### src/common/atcc_pkg.sv
// constants and types shared by the trigger and sampling clock control block
`default_nettype none
package atcc_pkg;
   localparam int ADDR_W = 8;
   localparam int DATA_W = 32;
   localparam int CHAN_N = 4;
   localparam int DIV_W = 16;
   localparam int MODE_W = 3;
   localparam int LEVEL_W = 8;
   localparam int ORIGIN_W = 3;
   localparam int COUNT_W = 16;
   // register offsets
   localparam logic [7:0] OFF_CHAN = 8'h00;
   localparam logic [7:0] OFF_DIV = 8'h04;
   localparam logic [7:0] OFF_MODE = 8'h08;
   localparam logic [7:0] OFF_LEVEL = 8'h0c;
   localparam logic [7:0] OFF_ORIGIN = 8'h10;
   localparam logic [7:0] OFF_COUNT = 8'h14;
   // field positions
   localparam int CHAN_LSB = 0;
   localparam int DIV_LSB = 0;
   localparam int MODE_LSB = 0;
   localparam int LEVEL_LSB = 0;
   localparam int ORIGIN_LSB = 0;
   localparam int SLOPE_BIT = 3;
   localparam int EXT_SEL_BIT = 2;
   localparam int COUNT_LSB = 0;
   // reset values
   localparam logic [3:0] RST_CHAN = 4'h0;
   localparam logic [15:0] RST_DIV = 16'h0002;
   localparam logic [7:0] RST_LEVEL = 8'h80;
   localparam logic [2:0] RST_ORIGIN = 3'h0;
   localparam logic RST_SLOPE = 1'b0;
   localparam logic [15:0] RST_COUNT = 16'h0000;
   localparam logic [31:0] READ_VALUE = 32'h0000_0000;
   typedef enum logic [2:0] {
      MODE_SOFT   = 3'h0,
      MODE_POST   = 3'h1,
      MODE_PRE    = 3'h2,
      MODE_DELAY  = 3'h3,
      MODE_MIDDLE = 3'h4
   } atcc_mode_t;
endpackage
`default_nettype wire

### src/common/atcc_div_if.sv
// divisor and sampling clock between the control core and the divider
`timescale 1ns/1ps
`default_nettype none
interface atcc_div_if;
   logic [15:0] divisor;
   logic        sample_clk;
   logic        sample_tick;
   modport ctrl (output divisor, input sample_clk, input sample_tick);
   modport gen (input divisor, output sample_clk, output sample_tick);
endinterface
`default_nettype wire

### src/logic/atcc_sample_divider.sv
// programmable divider that makes the sampling clock from the source clock
`timescale 1ns/1ps
`default_nettype none
module atcc_sample_divider (
   input  wire logic clk,
   input  wire logic rst,
   atcc_div_if.gen   div
);
   import atcc_pkg::*;

   logic [14:0] half;
   logic [14:0] cnt_reg;
   logic [14:0] cnt_next;
   logic        clk_reg;
   logic        clk_next;
   logic        tick_reg;
   logic        tick_next;

   // half period in source cycles; a divisor below two still gives one
   always_comb begin
      half = div.divisor[15:1];
      if (half == 15'h0000) begin
         half = 15'h0001;
      end
      cnt_next = cnt_reg + 15'h0001;
      clk_next = clk_reg;
      tick_next = 1'b0;
      // >= so a smaller divisor written mid-period takes effect at once
      if (cnt_reg >= half - 15'h0001) begin
         cnt_next = 15'h0000;
         clk_next = ~clk_reg;
         tick_next = ~clk_reg;
      end
   end

   always_ff @(posedge clk) begin
      if (rst) begin
         cnt_reg <= 15'h0000;
         clk_reg <= 1'b0;
         tick_reg <= 1'b0;
      end else begin
         cnt_reg <= cnt_next;
         clk_reg <= clk_next;
         tick_reg <= tick_next;
      end
   end

   assign div.sample_clk = clk_reg;
   assign div.sample_tick = tick_reg;
endmodule
`default_nettype wire

### src/logic/atcc_top.sv
// control registers, trigger detection and post-trigger counter
`timescale 1ns/1ps
`default_nettype none
// Operation
// - bits 3..0 enable channels 0..3; higher bits are ignored
// - sampling clock is the source clock divided, taken straight from the divider
// - 16-bit divisor, bit 0 forced to zero; host never writes below two
// - mode 0 software, 1 post, 2 pre, 3 delay, 4 middle
// - any other mode code means no samples are taken
// - trigger condition is 8-bit level plus slope from the origin register
// - level is offset binary: 0x80 zero, 0x00 negative full scale
// - origin 0..3 picks an analog channel; top bit set picks external input
// - slope 0 triggers on rising crossing, 1 on falling crossing
// - external input uses slope as edge select and ignores the level
// - 16-bit down counter loaded whenever its register is written
// - after trigger counter decrements per sampling clock rise, halts at zero
// - counter sets delay length and middle mode post-trigger sample count
// - trigger seen flag sets on trigger; a one on the clear input clears it
// - done flag reads one exactly while the counter is zero
module atcc_top #(
   parameter int SAMPLE_W = 12
) (
   input  wire logic                                   clk,
   input  wire logic                                   rst,
   input  wire logic                                   reg_wr_en,
   input  wire logic [atcc_pkg::ADDR_W-1:0]            reg_wr_addr,
   input  wire logic [atcc_pkg::DATA_W-1:0]            reg_wr_data,
   input  wire logic                                   reg_rd_en,
   output logic [atcc_pkg::DATA_W-1:0]                 reg_rd_data,
   input  wire logic [atcc_pkg::CHAN_N-1:0][SAMPLE_W-1:0] adc_sample,
   input  wire logic                                   external_edge_input,
   input  wire logic                                   acq_enable,
   input  wire logic                                   clear_trigger_seen,
   output logic [atcc_pkg::CHAN_N-1:0]                 chan_on,
   output logic                                        sample_clk,
   output logic [atcc_pkg::MODE_W-1:0]                 trigger_mode_code,
   output logic                                        mode_valid,
   output logic                                        trigger_event,
   output logic                                        trigger_seen_flag,
   output logic                                        countdown_done_flag,
   output logic [atcc_pkg::COUNT_W-1:0]                after_trigger_count,
   output logic                                        capture_enable
);
   import atcc_pkg::*;

   atcc_div_if div_bus ();

   atcc_sample_divider u_div (
      .clk (clk),
      .rst (rst),
      .div (div_bus)
   );

   // register file
   logic [3:0]  chan_reg, chan_next;
   logic [15:0] div_reg, div_next;
   logic [2:0]  mode_reg, mode_next;
   logic [7:0]  level_reg, level_next;
   logic [2:0]  origin_reg, origin_next;
   logic        slope_reg, slope_next;
   logic [15:0] preload_reg, preload_next;
   logic        count_wr;

   // trigger and counter state
   logic [SAMPLE_W-1:0] s1_reg [CHAN_N];
   logic [SAMPLE_W-1:0] s2_reg [CHAN_N];
   logic        ext1_reg, ext2_reg, ext3_reg;
   logic [7:0]  cur_reg, cur_next;
   logic        prime_reg, prime_next;
   logic        seen_reg, seen_next;
   logic        event_reg, event_next;
   logic [15:0] cnt_reg, cnt_next;
   logic        cap_reg, cap_next;
   logic        tick;
   logic        ext_sel;
   logic        armed;
   logic [7:0]  new_top;
   logic        ana_hit;
   logic        ext_hit;
   logic        hit;
   logic        valid_mode;

   assign tick = div_bus.sample_tick;

   // decode writes; unmatched offsets change nothing
   always_comb begin
      chan_next = chan_reg;
      div_next = div_reg;
      mode_next = mode_reg;
      level_next = level_reg;
      origin_next = origin_reg;
      slope_next = slope_reg;
      preload_next = preload_reg;
      count_wr = 1'b0;
      if (reg_wr_en) begin
         unique case (reg_wr_addr)
            OFF_CHAN: begin
               chan_next = reg_wr_data[CHAN_LSB +: CHAN_N];
            end
            OFF_DIV: begin
               div_next = {reg_wr_data[DIV_LSB+1 +: DIV_W-1], 1'b0};
            end
            OFF_MODE: begin
               mode_next = reg_wr_data[MODE_LSB +: MODE_W];
            end
            OFF_LEVEL: begin
               level_next = reg_wr_data[LEVEL_LSB +: LEVEL_W];
            end
            OFF_ORIGIN: begin
               origin_next = reg_wr_data[ORIGIN_LSB +: ORIGIN_W];
               slope_next = reg_wr_data[SLOPE_BIT];
            end
            OFF_COUNT: begin
               preload_next = reg_wr_data[COUNT_LSB +: COUNT_W];
               count_wr = 1'b1;
            end
            default: begin
            end
         endcase
      end
   end

   always_ff @(posedge clk) begin
      if (rst) begin
         chan_reg <= RST_CHAN;
         div_reg <= RST_DIV;
         mode_reg <= MODE_SOFT;
         level_reg <= RST_LEVEL;
         origin_reg <= RST_ORIGIN;
         slope_reg <= RST_SLOPE;
         preload_reg <= RST_COUNT;
      end else begin
         chan_reg <= chan_next;
         div_reg <= div_next;
         mode_reg <= mode_next;
         level_reg <= level_next;
         origin_reg <= origin_next;
         slope_reg <= slope_next;
         preload_reg <= preload_next;
      end
   end

   // samples and external input come from outside; two flops before use
   always_ff @(posedge clk) begin
      if (rst) begin
         for (int i = 0; i < CHAN_N; i++) begin
            s1_reg[i] <= '0;
            s2_reg[i] <= '0;
         end
         ext1_reg <= 1'b0;
         ext2_reg <= 1'b0;
         ext3_reg <= 1'b0;
      end else begin
         for (int i = 0; i < CHAN_N; i++) begin
            s1_reg[i] <= adc_sample[i];
            s2_reg[i] <= s1_reg[i];
         end
         ext1_reg <= external_edge_input;
         ext2_reg <= ext1_reg;
         ext3_reg <= ext2_reg;
      end
   end

   // mode decode; undefined codes stop acquisition
   always_comb begin
      unique case (mode_reg)
         MODE_SOFT, MODE_POST, MODE_PRE, MODE_DELAY, MODE_MIDDLE: begin
            valid_mode = 1'b1;
         end
         default: begin
            valid_mode = 1'b0;
         end
      endcase
   end

   // trigger detection; level and sample tops are both offset binary
   // so plain unsigned compare orders them correctly
   always_comb begin
      ext_sel = origin_reg[EXT_SEL_BIT];
      new_top = s2_reg[origin_reg[1:0]][SAMPLE_W-1 -: 8];
      armed = acq_enable && valid_mode && (mode_reg != MODE_SOFT) && !seen_reg;
      if (!slope_reg) begin
         ana_hit = (cur_reg < level_reg) && (new_top >= level_reg);
      end else begin
         ana_hit = (cur_reg >= level_reg) && (new_top < level_reg);
      end
      ana_hit = ana_hit && tick && prime_reg;
      // level plays no part for the external input
      ext_hit = slope_reg ? (!ext2_reg && ext3_reg) : (ext2_reg && !ext3_reg);
      hit = armed && (ext_sel ? ext_hit : ana_hit);
      cur_next = tick ? new_top : cur_reg;
      prime_next = armed && (prime_reg || tick);
      event_next = hit;
      // set wins over a clear in the same cycle
      seen_next = hit || (seen_reg && !clear_trigger_seen);
   end

   // post-trigger counter; a register write outranks a decrement
   always_comb begin
      cnt_next = cnt_reg;
      if (count_wr) begin
         cnt_next = preload_next;
      end else if (seen_reg && tick && (cnt_reg != 16'h0000)) begin
         cnt_next = cnt_reg - 16'h0001;
      end
   end

   // capture window per mode, counter reaching zero opens the delay window and ends the middle window
   always_comb begin
      cap_next = 1'b0;
      if (acq_enable) begin
         unique case (mode_reg)
            MODE_SOFT: cap_next = 1'b1;
            MODE_POST: cap_next = seen_reg;
            MODE_PRE: cap_next = !seen_reg;
            MODE_DELAY: cap_next = seen_reg && (cnt_reg == 16'h0000);
            MODE_MIDDLE: cap_next = !seen_reg || (cnt_reg != 16'h0000);
            default: cap_next = 1'b0;
         endcase
      end
   end

   always_ff @(posedge clk) begin
      if (rst) begin
         cur_reg <= RST_LEVEL;
         prime_reg <= 1'b0;
         seen_reg <= 1'b0;
         event_reg <= 1'b0;
         cnt_reg <= RST_COUNT;
         cap_reg <= 1'b0;
      end else begin
         cur_reg <= cur_next;
         prime_reg <= prime_next;
         seen_reg <= seen_next;
         event_reg <= event_next;
         cnt_reg <= cnt_next;
         cap_reg <= cap_next;
      end
   end

   assign div_bus.divisor = div_reg;
   assign sample_clk = div_bus.sample_clk;
   assign chan_on = chan_reg;
   assign trigger_mode_code = mode_reg;
   assign mode_valid = valid_mode;
   assign trigger_event = event_reg;
   assign trigger_seen_flag = seen_reg;
   assign countdown_done_flag = (cnt_reg == 16'h0000);
   assign after_trigger_count = cnt_reg;
   assign capture_enable = cap_reg;
   // write-only registers: reads see zero
   assign reg_rd_data = READ_VALUE;
endmodule
`default_nettype wire

### config.mk
export PLATFORM = sky130hd
export DESIGN_NAME = atcc_top
export DESIGN_NICKNAME = d
export VERILOG_FILES = /design/src/common/atcc_pkg.sv /design/src/common/atcc_div_if.sv /design/src/logic/atcc_sample_divider.sv /design/src/logic/atcc_top.sv
export SDC_FILE = /design/constraint.sdc
export NUM_CORES = 1
export LEC_CHECK = 0
export BUFFER_PORTS_ARGS = -buffer_cell sky130_fd_sc_hd__buf_2
export CORE_MARGIN = 5
export CORE_UTILIZATION = 41
export CTS_BUF_LIST = sky130_fd_sc_hd__clkbuf_8
export CTS_CLUSTER_DIAMETER = 80
export DETAILED_ROUTE_END_ITERATION = 8
export HOLD_SLACK_MARGIN = 0.1
export PLACE_DENSITY = 0.66
export RECOVER_POWER = 25
export SLEW_MARGIN = 20
export SYNTH_ARGS = -nofsm -noshare
export SYNTH_HDL_FRONTEND = slang
export SYNTH_SLANG_ARGS = --single-unit
### constraint.sdc
create_clock -name clk -period 3.3 [get_ports clk]
set_clock_uncertainty 0.2 [all_clocks]
set_input_delay 0.165 -clock clk [delete_from_list [all_inputs] [get_ports clk]]
set_output_delay 0.165 -clock clk [all_outputs]
set_load 0.05 [all_outputs]
==> results.ini, run 1 <==
[run_status]
outcome = finished with violations
violations = setup timing

[floorplan]
fp-row-count = 46
die_y_microns = 136
initial_core_util = 0.413
dieArea_sq_um = 18500
io_pins = 156
core_sq_um = 15800
die_x_microns = 136

[global_route]
grt_pass1_wl_microns = 23200
grt_antenna_before_repair = 0
track_usage = 0.157
grt_max_degree = 78
grt-ovfl-total = 0
grt_pass1_vias = 4938

[final_layout]
instances_no_fill = 1104
post-route-util = 0.534
num_antenna_cells = 0
layout-drive-gt1-share = 0.191
syn2layout_area_growth_pct = 29.1
nets = 1004
nFillCells = 1436
final_area_sq_um = 8410

[worst_setup_path]
rr_startpoint = div_bus.divisor[13]
startpoint_type = flop
critPathKind = flop to flop
critPathRequiredTime_ps = 3480
critPathMaxFanout = 8
worstSetupEndpointType = flop
cp.arrival_ps = 3520
worstSetupStartpoint = div_bus.divisor[13]

[timing]
report.final.slew_viol_count = 0
tightest_slew_ps = 1380
finalWorstSetupSlack_ps = -33.3
finalHoldViolCount = 0
max_slew_margin = 0.0807
finalCritPeriodShare = 1.01
holdWs_ps = 241
setup_viol = 13
rsz0062_at_grt = yes
timing.fmax_ghz = 0.300
layout_min_cycle_time_ps = 3330

[yosys]
synth_most_common_cell = dfxtp_1
synth_cell_types = 56
synth_top_area_cell = dfxtp_1
async_flop_share = 0
synth_ff_type = dfxtp_1
synth_area_sq_um = 6520
yosys-top-cells-count = 148 x dfxtp_1, 73 x nor2b_1, 68 x nor2_1
postSynthAreaPerCell_sq_um = 9.37
synth_warnings = 0
synth.area.top_cells = dfxtp_1 45%, nor2b_1 7.0%, ha_1 6.5%
synth-seq-cells = 148
synth_top_area_share = 0.454
yosysSeqAreaShare = 0.454
synth_edf_count = 0
syn_inst = 696

[detailed_routing]
drtIter0Drc = 178
wirelength_microns = 14300
antenna_left = 0
firstDrtPassIters = 4
drc = 0
viasPerCell = 4.63
wl_per_cell_microns = 13.0
via_count = 5109

[placed_design]
placedInstanceArea_sq_um = 7260
hpwl_microns = 9570
dp_worst_setup_slack_ps = -130
place_congestion = 0.801
dp_cells = 1000
io_buffers = 90

[clock_tree]
cts.sinks = 148
path_clk_slew_ps = 90
insertion_delay_ps = 450
htreeDepth = 4
cts.path.max_buffers = 2
cts_tree = built
numCtsBuffers = 17
root_buffer = clkbuf_8

[power_and_ir_drop]
p_per_area_nw_per_um2 = 427
ir_worst_vdd_v = 0.000410
cellLeakagePower_nw = 3.48

[min_path]
holdCritStartpoint = s1_reg[1][4]
hp-class = flop to flop

[flow_run]
drv_cap = 0

-- worst max-delay path, stage by stage (launching register included) --
cell	delay (ps)
dfxtp_2	340
nor4_2	270
nand4_1	180
nor4_2	180
nor2_1	90
ha_2	190
buf_4	120
buf_4	120
xnor2_1	120
ha_1	300
nand4_1	90
o21bai_1	110
a221oi_2	270
a21oi_2	90
or3_4	360
buf_6	150
nor2_1	80
-- area by class of cell --
cell class / instances / area [sq um] / share of cell area
Multi-Input combinational cell: 501 / 3350 / 0.398
Sequential cell: 148 / 2970 / 0.353
Timing Repair Buffer: 190 / 1340 / 0.160
Tap cell: 216 / 270 / 0.0321
Clock buffer: 17 / 234 / 0.0278
Clock inverter: 15 / 185 / 0.0220
Inverter: 17 / 63.8 / 0.00758
-- placed cells by master, fill, tap and decap left out, drive strengths merged, types with 2 or more instances in the layout --
master       Yosys  routed
a21oi           37      37
clkinvlp         0       2
nand2b           3       3
xnor2           19      19
ha              34      34
a31oi            2       2
a211oi          10      10
conb             1      32
a21o             2       2
nand2           66      66
o211ai           4       4
inv             17      24
or3              4       4
a211o            4       4
o21a             2       2
dfxtp          148     148
and2             2       2
nor2b           73      73
nor4             4       4
clkbuf          28      46
nand3           14      14
and3            12      12
nand4           12      12
mux4             8       8
nor3            18      18
clkinv           0       5
o21ai           12      12
nor2            68      68
xor2            17      17
buf             33      96
mux2i           22      22
dlygate4sd3      0      65
o31ai            2       2
-- stage by stage --
| step | setup TNS [ps] | total power [mW] |
|---|---|---|
| 3_5_place_dp | -1670 | 2.14 |
| 5_1_grt | -3430 | 3.74 |
| 4_1_cts | -5.26 | 3.62 |
| 2_1_floorplan | -690 | 2.09 |
| 3_3_place_gp | -868 | 2.13 |
| 6_report | -218 | 3.59 |
-- kinds of logic after synthesis --
family          share of synthesized area
flops                               0.454
buf+inv                            0.0635
simple gates                        0.222
xor+xnor                           0.0484
other cells                      0.000575
compound gates                     0.0829
fa+ha+maj                          0.0652
mux                                0.0631
-- where the power goes --
part | total [mW] | switching, mW | internal (mW)
Combinational | 0.311 | 0.185 | 0.126
Clock | 1.44 | 0.794 | 0.644
Sequential | 1.84 | 0.0124 | 1.83
-- final timing paths --
kind / end / slack [ps] / cells after the start
hold reg to reg: s2_reg[1][4] / 240 / 1
hold / removal: s2_reg[1][4] / 240 / 1
setup reg to reg: u_div.cnt_reg[3] / -30 / 16
setup / recovery: u_div.cnt_reg[3] / -30 / 16
-- per-layer routing --
layer	up-vias	GRT usage	wire length [microns]
li1	2662	-	-
met2	103	0.275	7170
met4	0	0.0594	278
met3	23	0.0377	676
met1	2321	0.186	6180
met5	-	0	0
-- repair_timing --
item	4_1_cts	5_1_grt
pin swaps	15	1
gates resized for setup	9	10
setup buffers	4	2
hold buffers	65	0
endpoints found under the hold margin	90	0
endpoints found under the setup margin	17	17
cloned	1	0
(Power assumes the default switching activity.)
==> run 2: changes to the inputs <==
- REMOVE_ABC_BUFFERS: unset -> 1
==> run 2 against run 1 <==
Effect of this change:
- the run ends with capacitance limit, slew limit, setup timing left
- combinational power rose by 1%
- fmax down 3.7%
- critical path depth grew 2
- power is 2.9% lower
- hold slack lost 1.4 ps
- core utilization rose by 0.33 points
- die area did not move
- largest cell class unchanged
- highest routed layer unchanged
==> results.ini, run 2 (same netlist as run 1, synthesis figures left out) <==
[detailed_routing]
antenna_left = 0
wl_per_cell_microns = 13.2
firstDrtPassIters = 4
drtIter0Drc = 220
drc = 0
via_count = 5192
wirelength_microns = 14700
viasPerCell = 4.67

[worst_setup_path]
rr_worst_depth = 18
rr_startpoint = div_bus.divisor[9]
critPathKind = flop to flop
worstSetupEndpointType = flop
crit_family = simple AND/OR/NAND/NOR gates
cp.arrival_ps = 3650
path_buf_inv = 7
path_depth = 18
timing.rr.end = u_div.cnt_reg[8]
reg2reg_slack_ps = -160
crit_path_cell_trace = nor3_2 > buf_4 > nand4_1 > nor4_1 > nor2_1 > buf_4 > buf_4 > buf_4 > buf_4 > buf_4 > ha_1 > nand4_1 > o21bai_2 > a221oi_4 > a21oi_2 > or3_4 > buf_6 > nor2_1
critPathMaxFanout = 8
startpoint_type = flop
critPathMaxStageDelay_ps = 390
critPathRequiredTime_ps = 3480
worstSetupStartpoint = div_bus.divisor[9]
endpoint = u_div.cnt_reg[8]
path_common_cell = buf_4
cpMaxStageDelayCell = or3_4

[global_route]
grt_pass1_vias = 5161
grt_antenna_before_repair = 0
grt_max_degree = 75
track_usage = 0.166
grt_pass1_wl_microns = 24200
grt-ovfl-total = 0

[floorplan]
initial_core_util = 0.413
die_x_microns = 136
die_y_microns = 136
fp-row-count = 46
dieArea_sq_um = 18500
core_sq_um = 15800
io_pins = 156

[placed_design]
hpwl_microns = 9830
place_congestion = 0.810
placedInstanceArea_sq_um = 7240
io_buffers = 90

[final_layout]
final_common_cell = dfxtp_1
syn2layout_area_growth_pct = 29.9
num_antenna_cells = 0
mostFrequentLayoutCells = 146 x dfxtp_1, 89 x buf_2, 73 x nor2b_1, 65 x nand2_1, 63 x nor2_1
layout-drive-gt1-share = 0.232
nets = 1012
final_area_sq_um = 8470

[clock_tree]
cts.sinks = 148
root_buffer = clkbuf_8
cts_tree = built
path_clk_slew_ps = 80
htreeDepth = 4
insertion_delay_ps = 460
cts.path.max_buffers = 2
numCtsBuffers = 17

[timing]
finalWorstSetupSlack_ps = -162
layout_min_cycle_time_ps = 3460
timing.fmax_ghz = 0.289
tightest_slew_ps = 2050
rsz0062_at_grt = yes
max_slew_margin = -0.366
finalCritPeriodShare = 1.05
tns_ps = -1870
setup_viol = 15
report.final.slew_viol_count = 55
finalHoldViolCount = 0

[run_status]
outcome = finished with violations
violations = capacitance limit, slew limit, setup timing

[power_and_ir_drop]
cellLeakagePower_nw = 3.61
p_per_area_nw_per_um2 = 412
finalPower_mw = 3.49
ir_worst_vdd_v = 0.000383

[flow_run]
drv_cap = 1

[min_path]
hp-class = flop to flop

[run 2: area by class of cell]
cell class,count,area (sq um)
inverter,17,63.8
clock inverter,13,126
timing repair buffer,198,1420
sequential,148,2970
clock buffer,18,248
multi-input combinational,501,3370
fill,1447,7300
tap,216,270
[run 2: stage by stage]
step	utilization	hold WS (ps)	setup WS, ps	std cells
6_report	0.537	239	-162	1111
5_1_grt	0.537	229	-321	1111
4_1_cts	0.532	202	-139	1107
3_5_place_dp	0.459	177	-225	1003
3_3_place_gp	0.459	173	-132	1003
2_1_floorplan	-	29.6	-141	666
[run 2: where the power goes]
part | switching [mW] | internal [mW] | total (mW)
registers | 0.0124 | 1.83 | 1.84
logic | 0.187 | 0.128 | 0.315
clock network | 0.706 | 0.625 | 1.33
[run 2: worst min-delay path by stage]
stage | startpoint | end | slack, ps | cells after the start
final | s1_reg[2][6] | s2_reg[2][6] | 240 | 1
after detailed placement | adc_sample[40] | s1_reg[3][4] | 180 | 2
after floorplan | rst | after_trigger_count[15] | 30 | 1
after CTS | adc_sample[5] | s1_reg[0][5] | 200 | 3
after global placement | adc_sample[29] | s1_reg[2][5] | 170 | 2
after global routing | adc_sample[20] | s1_reg[1][8] | 230 | 3
[run 2: timing repair]
item                                    CTS  global route
gates cloned                              1             0
setup buffers                            10             6
resized for setup                        18            13
pin swaps                                16            12
hold buffers                             62             0
endpoints found under the setup margin   16            18
endpoints found under the hold margin   104             0
[run 2: layer usage]
metal  global-route usage  wire, microns  vias to the layer above
li1                     -              -                     2678
met1                0.188           6310                     2397
met2                0.299           7590                       98
met3               0.0407            564                       19
met4               0.0627            234                        0
met5                    0              0                        -
==> run 3: changes to the inputs <==
- CORE_UTILIZATION: 41 -> 25
- GPL_TIMING_DRIVEN: unset -> 0
- PLACE_DENSITY: 0.66 -> unset
- SLEW_MARGIN: 20 -> 25
==> run 3 against run 2 <==
Effect of this change:
- the flow still finishes with violations (capacitance limit, slew limit, setup timing)
- critical path depth shrank 2
- die area grew 59%
- hold slack improved by 2.2 ps
- combinational power is 7.3% higher
- final cell count up 11%
- count of clock-buffer cells in the layout shrank 1
- fmax increased by 0.56%
- sequential cell count is the same
- critical path type unchanged
- largest power group unchanged
- highest routed layer unchanged
==> results.ini, run 3 (same netlist as run 1, synthesis figures left out) <==
[final_layout]
syn2layout_area_growth_pct = 36.8
mostFrequentLayoutCells = 135 x dfxtp_1, 92 x dlygate4sd3_1, 84 x buf_2, 73 x nor2b_1, 64 x nand2_1
num_antenna_cells = 0
nets = 1018
layout-drive-gt1-share = 0.225
post-route-util = 0.345
final_common_cell = dfxtp_1

[timing]
tns_ps = -1970
rsz0062_at_grt = yes
finalHoldViolCount = 0
report.final.slew_viol_count = 83
finalCritPeriodShare = 1.04
timing.fmax_ghz = 0.290
tightest_slew_ps = 1720
max_slew_margin = -0.144
finalWorstSetupSlack_ps = -143
setup_viol = 17
layout_min_cycle_time_ps = 3440

[global_route]
track_usage = 0.110
busiest_layer = met2
gr-usage-met2 = 0.194
grt_pass1_wl_microns = 25900
grt_max_degree = 83
use_met1 = 0.134
grt_antenna_before_repair = 0
use_met3 = 0.0287
grt_pass1_vias = 5224
grt-ovfl-total = 0

[detailed_routing]
wirelength_microns = 16100
antenna_left = 0
via_count = 5320
drc = 0
drtIter0Drc = 185
firstDrtPassIters = 5
viasPerCell = 4.30
wl_per_cell_microns = 13.0

[clock_tree]
numCtsBuffers = 17
path_clk_slew_ps = 100
cts_tree = built
root_buffer = clkbuf_8
cts.path.max_buffers = 2
htreeDepth = 4
cts.sinks = 148
insertion_delay_ps = 460

[floorplan]
dieArea_sq_um = 29400
io_pins = 156
die_x_microns = 171
die_y_microns = 171
fp-row-count = 59
core_sq_um = 25800
initial_core_util = 0.252

[worst_setup_path]
cp.arrival_ps = 3620
worstSetupEndpointType = flop
critPathKind = flop to flop
startpoint_type = flop
critPathRequiredTime_ps = 3480
critPathMaxFanout = 8

[flow_run]
drv_cap = 1

[power_and_ir_drop]
cellLeakagePower_nw = 3.67
ir_worst_vdd_v = 0.000262
p_per_area_nw_per_um2 = 413

[min_path]
hp-class = flop to flop

[run_status]
outcome = finished with violations
violations = capacitance limit, slew limit, setup timing

[placed_design]
dp_worst_setup_slack_ps = -644
hpwl_microns = 10500
place_congestion = 0.789
io_buffers = 90

run 3: layout make-up:
cell class,count,area (sq um)
timing repair buffer,203,1540
clock inverter,15,193
tap,335,419
sequential,148,3000
fill,2600,16900
inverter,17,63.8
multi-input combinational,502,3460
clock buffer,17,234
run 3: path summary, 6_finish.rpt:
kind,startpoint,endpoint,slack [ps],cells past startpoint
setup / recovery,div_bus.divisor[11],u_div.cnt_reg[4],-140,16
hold / removal,s1_reg[1][10],s2_reg[1][10],240,1
setup reg to reg,div_bus.divisor[11],u_div.cnt_reg[4],-140,16
hold reg to reg,s1_reg[1][10],s2_reg[1][10],240,1
run 3: critical path, stage by stage, from the launching register on:
cell	delay [ps]
dfxtp_2	390
nor3_4	70
nand4_1	160
nor4_2	60
nor2_1	150
ha_2	230
nand2_4	60
nor3_4	240
nand2_2	110
nor3_2	190
xnor2_1	140
ha_1	260
and3_4	200
a221oi_4	250
a21oi_4	100
or3_4	450
nor2_2	120
run 3: per-stage QoR:
step / total power [mW] / hold WS (ps) / std cells / instance area (sq um)
after floorplan: 2.04 / 29.6 / 666 / 6290
after global placement: 2.14 / 173 / 1091 / 7160
after detailed placement: 2.14 / 177 / 1092 / 7190
after CTS: 3.74 / 236 / 1231 / 8760
after global routing: 3.85 / 227 / 1237 / 8920
final: 3.69 / 242 / 1237 / 8920
run 3: what timing repair did:
action / 4_1_cts / 5_1_grt
hold buffers: 92 / 0
endpoints found under the setup margin: 18 / 18
resized for setup: 27 / 40
hold endpoints to repair: 104 / 0
buffers inserted: 14 / 6
cloned: 1 / 0
pin swaps: 30 / 28
run 3: per-layer routing:
layer  vias up  part of all wire
met2       114              0.50
met4         0            0.0076
met1      2504              0.44
met3        10             0.051
met5         -                 0
li1       2692                 -
run 3: power breakdown:
group          leakage (nW)  switching (mW)  internal [mW]
Clock                 0.210           0.800          0.709
Combinational          2.24           0.188          0.151
Sequential             1.22          0.0187           1.82
Total                  3.67            1.01           2.68
